`src/verilog/trig_seq_consts.svh`:
```
// timing counts, register offsets, field positions and reset values for the trigger sequencer
// assumes inclusion by the package, the checker and the bench
`ifndef TRIG_SEQ_CONSTS_SVH
`define TRIG_SEQ_CONSTS_SVH

// ----------------------------------------------------------------
// clock and tick
// ----------------------------------------------------------------
`define CLK_PERIOD_NS        50
`define TICK_PERIOD_NS       1000000
`define TICK_CYCLES          (`TICK_PERIOD_NS / `CLK_PERIOD_NS)

// ----------------------------------------------------------------
// register byte offsets
// ----------------------------------------------------------------
`define OFS_CTRL             12'h000
`define OFS_HOLDOFF          12'h004
`define OFS_STATE            12'h008
`define OFS_LEVEL            12'h00C
`define OFS_DURATION         12'h010
`define OFS_STATUS           12'h014

// ----------------------------------------------------------------
// control fields
// ----------------------------------------------------------------
`define CTRL_EDGE_BIT        0
`define CTRL_EXT_LSB         4
`define CTRL_START_LSB       8
`define CTRL_STOP_LSB        12
`define CTRL_KEY_BIT         16

// ----------------------------------------------------------------
// limits and reset values
// ----------------------------------------------------------------
`define HOLDOFF_MAX          16'h03E8
`define STOP_CODE_MAX        3'h6
`define RST_EDGE             1'h1
`define RST_EXT              2'h0
`define RST_START            2'h0
`define RST_STOP             3'h0
`define RST_HOLDOFF          16'h0000
`define RST_LEVEL            32'h00000000
`define RST_DURATION         32'h00000000

`endif

```
`src/verilog/trig_seq_pkg.sv`:
```
// types for the trigger sequencer
// assumes the constants header is on the include path
package trig_seq_pkg;
  `include "trig_seq_consts.svh"

  typedef enum logic [3:0] {
    ST_ARMED   = 4'h1,
    ST_HOLDOFF = 4'h2,
    ST_RUN     = 4'h4,
    ST_DONE    = 4'h8
  } seq_state_e;

  typedef enum logic [1:0] {
    START_CONT = 2'h0,
    START_EXT  = 2'h1,
    START_KEY  = 2'h2,
    START_HOST = 2'h3
  } start_sel_e;

  typedef enum logic [2:0] {
    STOP_NEVER = 3'h0,
    STOP_EXT   = 3'h1,
    STOP_KEY   = 3'h2,
    STOP_HOST  = 3'h3,
    STOP_LEVEL = 3'h4,
    STOP_TIME  = 3'h5
  } stop_sel_e;
endpackage : trig_seq_pkg

```
`src/verilog/trig_seq.sv`:
```
// measurement trigger sequencer: apb registers, external trigger edge detect, holdoff and stop logic
// assumes a 20 MHz core clock, an apb master on the same clock, and a measurement path that
// presents one sample per valid pulse as a signed 32-bit integer in the level threshold's scale
//
// Function
// - edge setting reads back 0 for falling, 1 for rising.
// - external trigger active on falling edge for 0, rising for 1.
// - external enable 0 off, 1 channel A, 2 channel B, 3 both; channel choice applies to external starts only, other starts run both.
// - holdoff is 0 to 1000; host keeps within range.
// - after a trigger, wait holdoff milliseconds before measuring.
// - holdoff readback returns programmed delay in milliseconds.
// - start 0 measures continuously; 1 starts on enabled external edge.
// - start 2 begins measuring on soft key press.
// - start 3 begins measuring when host writes state 1.
// - start selector reads back programmed code.
// - stop selector is 0 to 6; host uses defined codes only.
// - stop 0 never stops; stop 1 halts on enabled external edge.
// - stop 2 halts on soft key press.
// - stop 3 halts when host writes state 0.
// - stop 4 halts once a measurement exceeds the level threshold.
// - stop 5 halts once elapsed time since start exceeds duration.
// - stop selector reads back programmed code.
// - state 0 means armed, waiting for start event.
// - state 1 means triggered with at least one measurement; readable.
// - level threshold is writable and readable, used for level stop.
// - duration in milliseconds is writable and readable, used for time stop.
`timescale 1ns/1ps

module trig_seq
  import trig_seq_pkg::*;
#(
  parameter int TICK_CYC = `TICK_CYCLES
) (
  input  wire logic        CORE_CLK_I,
  input  wire logic        ARST_N_I,
  input  wire logic        PSEL_I,
  input  wire logic        PENABLE_I,
  input  wire logic        PWRITE_I,
  input  wire logic [11:0] PADDR_I,
  input  wire logic [31:0] PWDATA_I,
  output logic      [31:0] PRDATA_O,
  output logic             PREADY_O,
  output logic             PSLVERR_O,
  input  wire logic        EXT_TRIG_I,
  input  wire logic        SOFT_KEY_I,
  input  wire logic        MEAS_VALID_I,
  input  wire logic [31:0] MEAS_VALUE_I,
  output logic             MEAS_ENABLE_A_O,
  output logic             MEAS_ENABLE_B_O,
  output logic             TRIG_ARM_STATE_O
);

  // ----------------------------------------------------------------
  // reset release
  // ----------------------------------------------------------------
  logic rst_meta_reg;
  logic rst_n_reg;

  always_ff @(posedge CORE_CLK_I or negedge ARST_N_I) begin
    if (!ARST_N_I) begin
      rst_meta_reg <= 1'b0;
      rst_n_reg    <= 1'b0;
    end else begin
      rst_meta_reg <= 1'b1;
      rst_n_reg    <= rst_meta_reg;
    end
  end

  // ----------------------------------------------------------------
  // pin synchronisers
  // ----------------------------------------------------------------
  logic ext_meta_reg;
  logic ext_sync_reg;
  logic ext_prev_reg;
  logic key_meta_reg;
  logic key_sync_reg;
  logic key_prev_reg;

  // only the second and third stages are read by logic; the first may still be settling
  always_ff @(posedge CORE_CLK_I or negedge rst_n_reg) begin
    if (!rst_n_reg) begin
      ext_meta_reg <= 1'b0;
      ext_sync_reg <= 1'b0;
      ext_prev_reg <= 1'b0;
    end else begin
      ext_meta_reg <= EXT_TRIG_I;
      ext_sync_reg <= ext_meta_reg;
      ext_prev_reg <= ext_sync_reg;
    end
  end

  always_ff @(posedge CORE_CLK_I or negedge rst_n_reg) begin
    if (!rst_n_reg) begin
      key_meta_reg <= 1'b0;
      key_sync_reg <= 1'b0;
      key_prev_reg <= 1'b0;
    end else begin
      key_meta_reg <= SOFT_KEY_I;
      key_sync_reg <= key_meta_reg;
      key_prev_reg <= key_sync_reg;
    end
  end

  // ----------------------------------------------------------------
  // edge decode
  // ----------------------------------------------------------------
  // one-cycle pulse when a synchronised level is high now and was low before
  function automatic logic rose_of(input logic now_lvl, input logic was_lvl);
    rose_of = now_lvl && !was_lvl;
  endfunction : rose_of

  // ----------------------------------------------------------------
  // registers
  // ----------------------------------------------------------------
  logic        edge_sel_reg;
  logic [1:0]  ext_enable_reg;
  logic [1:0]  start_sel_reg;
  logic [2:0]  stop_sel_reg;
  logic [15:0] holdoff_reg;
  logic [31:0] level_reg;
  logic [31:0] duration_reg;
  logic [3:0]  key_sel_reg;

  wire wr_en = PSEL_I && PENABLE_I && PWRITE_I;
  wire rd_en = PSEL_I && !PWRITE_I;

  wire hit_ctrl     = (PADDR_I == `OFS_CTRL);
  wire hit_holdoff  = (PADDR_I == `OFS_HOLDOFF);
  wire hit_state    = (PADDR_I == `OFS_STATE);
  wire hit_level    = (PADDR_I == `OFS_LEVEL);
  wire hit_duration = (PADDR_I == `OFS_DURATION);
  wire hit_status   = (PADDR_I == `OFS_STATUS);
  wire hit_any      = hit_ctrl || hit_holdoff || hit_state || hit_level || hit_duration || hit_status;

  wire host_arm_wr  = wr_en && hit_state && !PWDATA_I[0];
  wire host_trig_wr = wr_en && hit_state && PWDATA_I[0];

  // key select chooses which bit of the soft key bus is the designated key; single key here
  wire ext_rise = rose_of(ext_sync_reg, ext_prev_reg);
  wire ext_fall = rose_of(ext_prev_reg, ext_sync_reg);
  wire ext_edge = (edge_sel_reg ? ext_rise : ext_fall) && (ext_enable_reg != 2'h0);
  wire key_evt  = rose_of(key_sync_reg, key_prev_reg);

  wire ctrl_wr     = wr_en && hit_ctrl;
  wire holdoff_wr  = wr_en && hit_holdoff;
  wire level_wr    = wr_en && hit_level;
  wire duration_wr = wr_en && hit_duration;

  always_ff @(posedge CORE_CLK_I or negedge rst_n_reg) begin
    if (!rst_n_reg) begin
      edge_sel_reg   <= `RST_EDGE;
      ext_enable_reg <= `RST_EXT;
      start_sel_reg  <= `RST_START;
      stop_sel_reg   <= `RST_STOP;
      key_sel_reg    <= 4'h0;
    end else if (ctrl_wr) begin
      edge_sel_reg   <= PWDATA_I[`CTRL_EDGE_BIT];
      ext_enable_reg <= PWDATA_I[`CTRL_EXT_LSB +: 2];
      start_sel_reg  <= PWDATA_I[`CTRL_START_LSB +: 2];
      // codes above the last defined stop are kept but act as never-stop
      stop_sel_reg   <= PWDATA_I[`CTRL_STOP_LSB +: 3];
      key_sel_reg    <= PWDATA_I[`CTRL_KEY_BIT +: 4];
    end
  end

  // clamp guards the counter if the host oversteps the range
  always_ff @(posedge CORE_CLK_I or negedge rst_n_reg) begin
    if (!rst_n_reg) begin
      holdoff_reg <= `RST_HOLDOFF;
    end else if (holdoff_wr) begin
      holdoff_reg <= (PWDATA_I[15:0] > `HOLDOFF_MAX) ? `HOLDOFF_MAX : PWDATA_I[15:0];
    end
  end

  always_ff @(posedge CORE_CLK_I or negedge rst_n_reg) begin
    if (!rst_n_reg) begin
      level_reg <= `RST_LEVEL;
    end else if (level_wr) begin
      level_reg <= PWDATA_I;
    end
  end

  always_ff @(posedge CORE_CLK_I or negedge rst_n_reg) begin
    if (!rst_n_reg) begin
      duration_reg <= `RST_DURATION;
    end else if (duration_wr) begin
      duration_reg <= PWDATA_I;
    end
  end

  // ----------------------------------------------------------------
  // millisecond tick
  // ----------------------------------------------------------------
  logic [31:0] tick_cnt_reg;
  wire         tick = (tick_cnt_reg == 32'(TICK_CYC - 1));

  always_ff @(posedge CORE_CLK_I or negedge rst_n_reg) begin
    if (!rst_n_reg) begin
      tick_cnt_reg <= 32'h00000000;
    end else begin
      tick_cnt_reg <= tick ? 32'h00000000 : tick_cnt_reg + 32'h00000001;
    end
  end

  // ----------------------------------------------------------------
  // sequencer
  // ----------------------------------------------------------------
  seq_state_e  state_reg;
  seq_state_e  state_next;
  logic [15:0] hold_cnt_reg;
  logic [31:0] run_ms_reg;
  logic        measured_reg;

  wire start_on_ext  = (start_sel_reg == START_EXT) && ext_edge;
  wire start_on_key  = (start_sel_reg == START_KEY) && key_evt;
  wire start_on_host = (start_sel_reg == START_HOST) && host_trig_wr;
  wire start_evt     = (start_sel_reg == START_CONT) || start_on_ext || start_on_key || start_on_host;

  // level stop needs a fresh sample; stale values between samples are ignored
  wire over_level   = MEAS_VALID_I && ($signed(MEAS_VALUE_I) > $signed(level_reg));
  wire stop_on_ext  = (stop_sel_reg == STOP_EXT) && ext_edge;
  wire stop_on_key  = (stop_sel_reg == STOP_KEY) && key_evt;
  wire stop_on_host = (stop_sel_reg == STOP_HOST) && host_arm_wr;
  wire stop_on_lvl  = (stop_sel_reg == STOP_LEVEL) && over_level;
  wire stop_on_time = (stop_sel_reg == STOP_TIME) && (run_ms_reg > duration_reg);
  wire stop_evt     = stop_on_ext || stop_on_key || stop_on_host || stop_on_lvl || stop_on_time;

  wire hold_done = (hold_cnt_reg >= holdoff_reg);

  always_comb begin
    state_next = state_reg;
    case (state_reg)
      ST_ARMED: begin
        if (start_evt) begin
          state_next = ST_HOLDOFF;
        end
      end
      ST_HOLDOFF: begin
        if (hold_done) begin
          state_next = ST_RUN;
        end
      end
      ST_RUN: begin
        if (stop_evt) begin
          state_next = ST_DONE;
        end
      end
      ST_DONE: begin
        if (host_arm_wr) begin
          state_next = ST_ARMED;
        end
      end
      default: state_next = ST_ARMED;
    endcase
    // host re-arm returns to waiting from any state except a run with host stop selected
    if (host_arm_wr && (stop_sel_reg != STOP_HOST || state_reg != ST_RUN)) begin
      state_next = ST_ARMED;
    end
  end

  always_ff @(posedge CORE_CLK_I or negedge rst_n_reg) begin
    if (!rst_n_reg) begin
      state_reg <= ST_ARMED;
    end else begin
      state_reg <= state_next;
    end
  end

  // holdoff count restarts whenever the sequencer leaves holdoff
  always_ff @(posedge CORE_CLK_I or negedge rst_n_reg) begin
    if (!rst_n_reg) begin
      hold_cnt_reg <= 16'h0000;
    end else if (state_reg != ST_HOLDOFF) begin
      hold_cnt_reg <= 16'h0000;
    end else if (tick) begin
      hold_cnt_reg <= hold_cnt_reg + 16'h0001;
    end
  end

  // elapsed time saturates rather than wrapping back under the duration
  always_ff @(posedge CORE_CLK_I or negedge rst_n_reg) begin
    if (!rst_n_reg) begin
      run_ms_reg <= 32'h00000000;
    end else if (state_reg == ST_ARMED) begin
      run_ms_reg <= 32'h00000000;
    end else if (tick && (run_ms_reg != 32'hFFFFFFFF)) begin
      run_ms_reg <= run_ms_reg + 32'h00000001;
    end
  end

  always_ff @(posedge CORE_CLK_I or negedge rst_n_reg) begin
    if (!rst_n_reg) begin
      measured_reg <= 1'b0;
    end else if (state_next == ST_ARMED) begin
      measured_reg <= 1'b0;
    end else if ((state_reg == ST_RUN) && MEAS_VALID_I) begin
      measured_reg <= 1'b1;
    end
  end

  // ----------------------------------------------------------------
  // outputs and read path
  // ----------------------------------------------------------------
  wire        trig_state = measured_reg;
  wire [31:0] ctrl_rd = {12'h000, key_sel_reg, 1'b0, stop_sel_reg, 2'h0, start_sel_reg,
                         2'h0, ext_enable_reg, 3'h0, edge_sel_reg};
  wire [31:0] rd_mux = hit_ctrl     ? ctrl_rd :
                       hit_holdoff  ? {16'h0000, holdoff_reg} :
                       hit_state    ? {31'h0, trig_state} :
                       hit_level    ? level_reg :
                       hit_duration ? duration_reg :
                       hit_status   ? {28'h0000000, state_reg} : 32'h00000000;

  wire running = (state_next == ST_RUN);

  // channel choice applies only to external starts; every other start runs both channels
  logic [1:0] chan_ok;

  for (genvar ch = 0; ch < 2; ch++) begin : g_chan
    assign chan_ok[ch] = (start_sel_reg != START_EXT) || ext_enable_reg[ch];
  end

  always_ff @(posedge CORE_CLK_I or negedge rst_n_reg) begin
    if (!rst_n_reg) begin
      PRDATA_O  <= 32'h00000000;
      PREADY_O  <= 1'b0;
      PSLVERR_O <= 1'b0;
    end else begin
      // no wait states: ready answers in the first access cycle from registered setup
      PREADY_O  <= PSEL_I && !PENABLE_I;
      PSLVERR_O <= PSEL_I && !PENABLE_I && !hit_any;
      PRDATA_O  <= (rd_en && !PENABLE_I) ? rd_mux : PRDATA_O;
    end
  end

  always_ff @(posedge CORE_CLK_I or negedge rst_n_reg) begin
    if (!rst_n_reg) begin
      MEAS_ENABLE_A_O  <= 1'b0;
      MEAS_ENABLE_B_O  <= 1'b0;
      TRIG_ARM_STATE_O <= 1'b0;
    end else begin
      MEAS_ENABLE_A_O  <= running && chan_ok[0];
      MEAS_ENABLE_B_O  <= running && chan_ok[1];
      TRIG_ARM_STATE_O <= trig_state;
    end
  end

endmodule : trig_seq

```
`config.mk`:
```
export PLATFORM = sky130hd
export DESIGN_NAME = trig_seq
export DESIGN_NICKNAME = d
export VERILOG_FILES = /design/src/verilog/trig_seq_pkg.sv /design/src/verilog/trig_seq.sv
export VERILOG_INCLUDE_DIRS = /design/src /design/src/verilog
export SDC_FILE = /design/constraint.sdc
export NUM_CORES = 1
export LEC_CHECK = 0
export ABC_CLOCK_PERIOD_IN_PS = 14750
export BUFFER_PORTS_ARGS = -buffer_cell sky130_fd_sc_hd__buf_2
export CORE_ASPECT_RATIO = 1.25
export CORE_MARGIN = 4
export CORE_UTILIZATION = 60
export CTS_CLUSTER_SIZE = 16
export DETAILED_ROUTE_END_ITERATION = 6
export PLACE_DENSITY = 0.86
export SETUP_SLACK_MARGIN = 0.02
export SLEW_MARGIN = 5
export SYNTH_ARGS = -nofsm -noshare
export SYNTH_HDL_FRONTEND = slang
export SYNTH_SLANG_ARGS = --single-unit
```
`constraint.sdc`:
```
create_clock -name CORE_CLK_I -period 14.75 [get_ports CORE_CLK_I]
set_input_delay 1.475 -clock CORE_CLK_I [delete_from_list [all_inputs] [get_ports CORE_CLK_I]]
set_output_delay 1.475 -clock CORE_CLK_I [all_outputs]
set_load 0.01 [all_outputs]
```
### Word-level counts from Yosys, hierarchy flattened

Index checks and enable logic that the tools add are counted.

| cells by class | value |
|---|---|
| add/subtract/negate cells | 3 |
| multiplexer cells | 21 |
| reduce and logical (&&, ||, !) cells | 59 |
| eq/ne operators | 25 |
| magnitude comparators | 4 |

Operators with widths:

| operator | count |
|---|---|
| 2-to-1 mux 32 bit | 8 |
| adder 32 x 1 -> 32 bit (second input constant) | 2 |
| greater-than comparator 32 bit | 2 |
| 2-to-1 mux 16 bit | 3 |
| == test 32 x 15 -> 1 bit (second input constant) | 1 |
| != test 32 bit (second input constant) | 1 |
| logical AND 1 bit | 31 |
| == test 12 x 4 -> 1 bit (second input constant) | 2 |
| == test 12 x 5 -> 1 bit (second input constant) | 2 |
| 2-to-1 mux 4 bit | 6 |
| adder 16 x 1 -> 16 bit (second input constant) | 1 |
| >= comparator 16 bit | 1 |
| greater-than comparator 16 x 10 -> 1 bit (second input constant) | 1 |
| case mux 4 bit (4 select lines) | 1 |
| logical OR 1 bit | 15 |
| == test 12 x 3 -> 1 bit (second input constant) | 1 |
| zero test 12 bit | 1 |
| == test 4 x 1 -> 1 bit (second input constant) | 2 |
| == test 4 x 3 -> 1 bit (second input constant) | 2 |
| nonzero test 2 bit | 4 |
| zero test 1 bit | 7 |
| == test 3 x 2 -> 1 bit (second input constant) | 2 |
| == test 3 bit (second input constant) | 2 |
| == test 2 bit (second input constant) | 2 |
| 10 further kinds | 12 |

| word-level totals | value |
|---|---|
| output and inout port bits | 37 |
| register bits after elaboration | 222 |
| logic and storage cells | 139 |
| bits of input ports | 84 |

### Logic depth before layout (Yosys ltp)

| depth | value |
|---|---|
| word-level depth | 14 |
| depth in mapped cells | 10 |
| mapped depth without buffers | 10 |

### Worst setup path before layout

Ideal clock, no wire load.

| timing | value |
|---|---|
| kind | input -> register |
| start | in PADDR_I[7] |
| end | reg holdoff_reg[3] |
| cell stages on the path | 10 |
| setup slack | 11277 ps |
| data required time | 14624 ps |
| buffers on the path | 3 |
| library setup time | 126 ps |
| arrival | 3347 ps |
| cell sequence | nor4_1 > and4b_1 > buf_2 > nand2b_1 > clkbuf_1 > or3_1 > clkbuf_1 > or3_1 > nor2_1 > a21oi_1 |

| between the ends | value |
|---|---|
| cells in the longest elaborated chain, start to end | 2 |

RTL lines:

| element | line | source |
|---|---|---|
| from (decl) | trig_seq.sv:39 | `input wire logic [11:0] PADDR_I,` |
| == test 12 x 3 -> 1 bit (no source line) | - |  |
| logical AND 1 bit | trig_seq.sv:145 | `wire holdoff_wr = wr_en && hit_holdoff;` |
| to (signal assigned) | trig_seq.sv:169 | `` holdoff_reg <= `RST_HOLDOFF; `` |
| to (signal assigned) | trig_seq.sv:171 | `` holdoff_reg <= (PWDATA_I[15:0] > `HOLDOFF_MAX) ? `HOLDOFF_MAX : PWDATA_I[15:0]; `` |
| to (decl) | trig_seq.sv:119 | `logic [15:0] holdoff_reg;` |

No other way between the ends.
A chain may end at the register's enable or synchronous reset.

### Final worst setup path

| timing | value |
|---|---|
| start | in PADDR_I[7] |
| end | reg duration_reg[0] |

| between the ends | value |
|---|---|
| cells in the longest elaborated chain, start to end | 2 |

RTL lines:

| element | line | source |
|---|---|---|
| == test 12 x 5 -> 1 bit (no source line) | - |  |
| logical AND 1 bit | trig_seq.sv:147 | `wire duration_wr = wr_en && hit_duration;` |
| to (signal assigned) | trig_seq.sv:185 | `` duration_reg <= `RST_DURATION; `` |
| to (decl) | trig_seq.sv:121 | `logic [31:0] duration_reg;` |

No other way between the ends.

==> flow_metrics.env <==
export IMPL_syn2layout_area_growth_pct=13.6
export IMPL_ys_warn_count=0
export IMPL_grt_overflow=0
export IMPL_vias=9444
export IMPL_yosysMostFrequentCell="dfrtp_1"
export IMPL_antenna_found_initial=0
export IMPL_synth_cell_types=66
export IMPL_holdWs_ns=0.345
export IMPL_synth_top_family_by_area="simple AND/OR/NAND/NOR gates"
export IMPL_cts_sinks=222
export IMPL_yosys_top_cells_area="dfrtp_1, ha_1, nand2_1"
export IMPL_cts_htree_levels=1
export IMPL_synth_nets=1361
export IMPL_hold_viol_final=0
export IMPL_setup_viol=0
export IMPL_rsz0062_at_grt="no"
export IMPL_finalCritPeriodShare_pct=29.6
export IMPL_synth_fa_ha_area_share_pct=9.04
export IMPL_synth_xor_area_share_pct=5.49
export IMPL_post_cts_buffers=0
export IMPL_grt_pass1_vias=9505
export IMPL_multi_input_area_um2=5460
export IMPL_gp_congestion=0.983
export IMPL_dpl_hpwl_um=22000
export IMPL_diodes=0
export IMPL_p_switching_mw=0.303
export IMPL_skew_ns=0.0246
export IMPL_final_antenna_net_count=0
export IMPL_setup_slack_ns=10.38
export IMPL_pwr_share_clk_pct=44.5
export IMPL_fp_dieW_um=132
export IMPL_syn_inst=1194
export IMPL_avgSynthCellArea_um2=9.62
export IMPL_worstMarginPinSlew_ns=1.14
export IMPL_clk_pin_slew_ns=0.06
export IMPL_switching_share_pct=23.7
export IMPL_start_util_pct=61.2
export IMPL_syn_area_um2=11500
export IMPL_synth_seq_cells=222
export IMPL_yosysSeqAreaShare_pct=48.4
export IMPL_synth_edf_count=0
export IMPL_nFillCells=1406
export IMPL_cp_arrival_ns=4.78
export IMPL_synth_simple_area_share_pct=17.7
export IMPL_ys_top_cells_by_count="dfrtp_1, nand2_1, o21ai_0"
export IMPL_period_minus_slack_ns=4.37
export IMPL_clk_path_buf_depth=3
export IMPL_slew_violations=0
export IMPL_muxShareOfSynthArea_pct=2.33
export IMPL_avgRoutedWirePerCell_um=19.1
export IMPL_portBuffers=120
export IMPL_clock_fmax_ghz=0.229
export IMPL_fp_dieH_um=163
export IMPL_yosysTopAreaCell="dfrtp_1"
export IMPL_utilization_pct=69.5
export IMPL_hp_class="reg2reg"
export IMPL_powerDensity_nw_per_um2=97.8
export IMPL_pin_count=121
export IMPL_final_cell_area_um2=13000
export IMPL_cts_inserted_buffers=23
export IMPL_fin_cells=1553
export IMPL_dieArea_um2=21400
export IMPL_p_total_mw=1.28
export IMPL_setup_tns_ns=0
export IMPL_p_comb_share_pct=6.6
export IMPL_reg2reg_slack_ns=11.70
export IMPL_drt_iter0_markers=769
export IMPL_endpoint_kind="flop"
export IMPL_drc=0
export IMPL_hold_buffers=0
export IMPL_pwr_share_seq_pct=49.0
export IMPL_cp_required_ns=15.16
export IMPL_grt_max_degree=89
export IMPL_postCtsResizedCells=0
export IMPL_post_synth_top_area_fraction_pct=47.9
export IMPL_drt_pre_antenna_iters=6
export IMPL_core_um2=18800
export IMPL_fin_nets=1471
export IMPL_tritoncts="built"
export IMPL_rows=56
export IMPL_grt_pass1_wl_um=47900
export IMPL_dp_slack_ns=9.95
export IMPL_p_leak_nw=6.57
export IMPL_critical_path_class="in2reg"
export IMPL_slew_headroom_pct=24.0
export IMPL_ys_flop_type="dfrtp_1"
export IMPL_synth_async_reset_ratio_pct=100
export IMPL_placed_area_um2=12300
export IMPL_layout_drive_gt1_share_pct=14.3
export IMPL_path_max_fanout=63
export IMPL_synth_compound_area_share_pct=12.7
export IMPL_start_kind="input port"
export IMPL_vias_per_cell=6.08
export IMPL_clock_latency_ns=0.53
export IMPL_grt_use_total_pct=27.5
export IMPL_root_buffer="clkbuf_16"
export IMPL_placed_cells=1511
export IMPL_internal_power_mw=0.973
export IMPL_drt_wl_total_um=29600
export IMPL_status="finished, final reports clean"
export IMPL_seq_area_um2=5560
export IMPL_drv_cap=0
export IMPL_max_vdd_ir_drop_v=0.0000938
==> power groups by stage <==
stage          logic, mW  registers [mW]  clock network, mW
3_3_place_gp      0.0821           0.635                  0
6_report          0.0839           0.624              0.567
4_1_cts           0.0835           0.624              0.573
3_5_place_dp      0.0831           0.635                  0
5_1_grt           0.0919           0.625              0.597
2_1_floorplan     0.0407           0.639                  0
==> area by class of cell <==
type | instances | share of cell area (%)
clock inverters | 4 | 0.182
repair buffers | 128 | 5.06
clock buffers | 38 | 5.53
inverters | 87 | 2.50
well taps | 232 | 2.23
flip-flops and latches | 222 | 42.6
multi-input cells | 842 | 41.9
==> worst max-delay path, cell delays in order <==
cell and delay [ns]:
buf_2 0.09, nor4_1 0.33, nand3_1 0.29, nor3b_1 0.60, and2_1 0.23, buf_4 0.34
nor2b_4 0.99, mux2_2 0.42
==> worst paths after layout <==
check,start,end,cells after the start
min in group asynchronous,rst_n_reg,TRIG_ARM_STATE_O,0
worst min register to register,key_meta_reg,key_sync_reg,0
worst min-delay path,key_meta_reg,key_sync_reg,0
worst max register to register,duration_reg[14],MEAS_ENABLE_B_O,10
worst max-delay path,PADDR_I[7],duration_reg[0],8
max in group asynchronous,rst_n_reg,start_sel_reg[1],2
==> placed cells by master, fill, tap and decap left out, types with 9 or more instances in the layout <==
cell type,instances
a21o_1,13
a21oi_1,41
a222oi_1,13
a22oi_1,15
and3_1,15
and4_1,15
buf_2,120
clkbuf_16,23
clkbuf_8,9
dfrtp_1,219
ha_1,83
inv_1,87
mux2_2,10
mux2i_1,11
nand2_1,163
nand3_1,43
nand4_1,24
nor2_1,94
nor3_1,9
nor4_1,11
o21ai_0,118
xnor2_1,30
xor2_1,42
==> kinds of logic after synthesis <==
group,Yosys count
AO/OA/AOI/OAI,239
XOR/XNOR,72
adder cells (fa/ha/maj),83
buffers and inverters,130
flip-flops,222
multiplexers,25
other,1
AND/OR/NAND/NOR,422
==> metal layers <==
metal / vias to the layer above / track usage (%) / wire length [µm]
met5: - / 0 / 0
met2: 382 / 46.9 / 14600
met1: 4587 / 36.3 / 11800
li1: 4389 / - / -
met3: 86 / 3.49 / 2060
met4: 0 / 10.8 / 1130
Power figures use the tool's default switching activity.
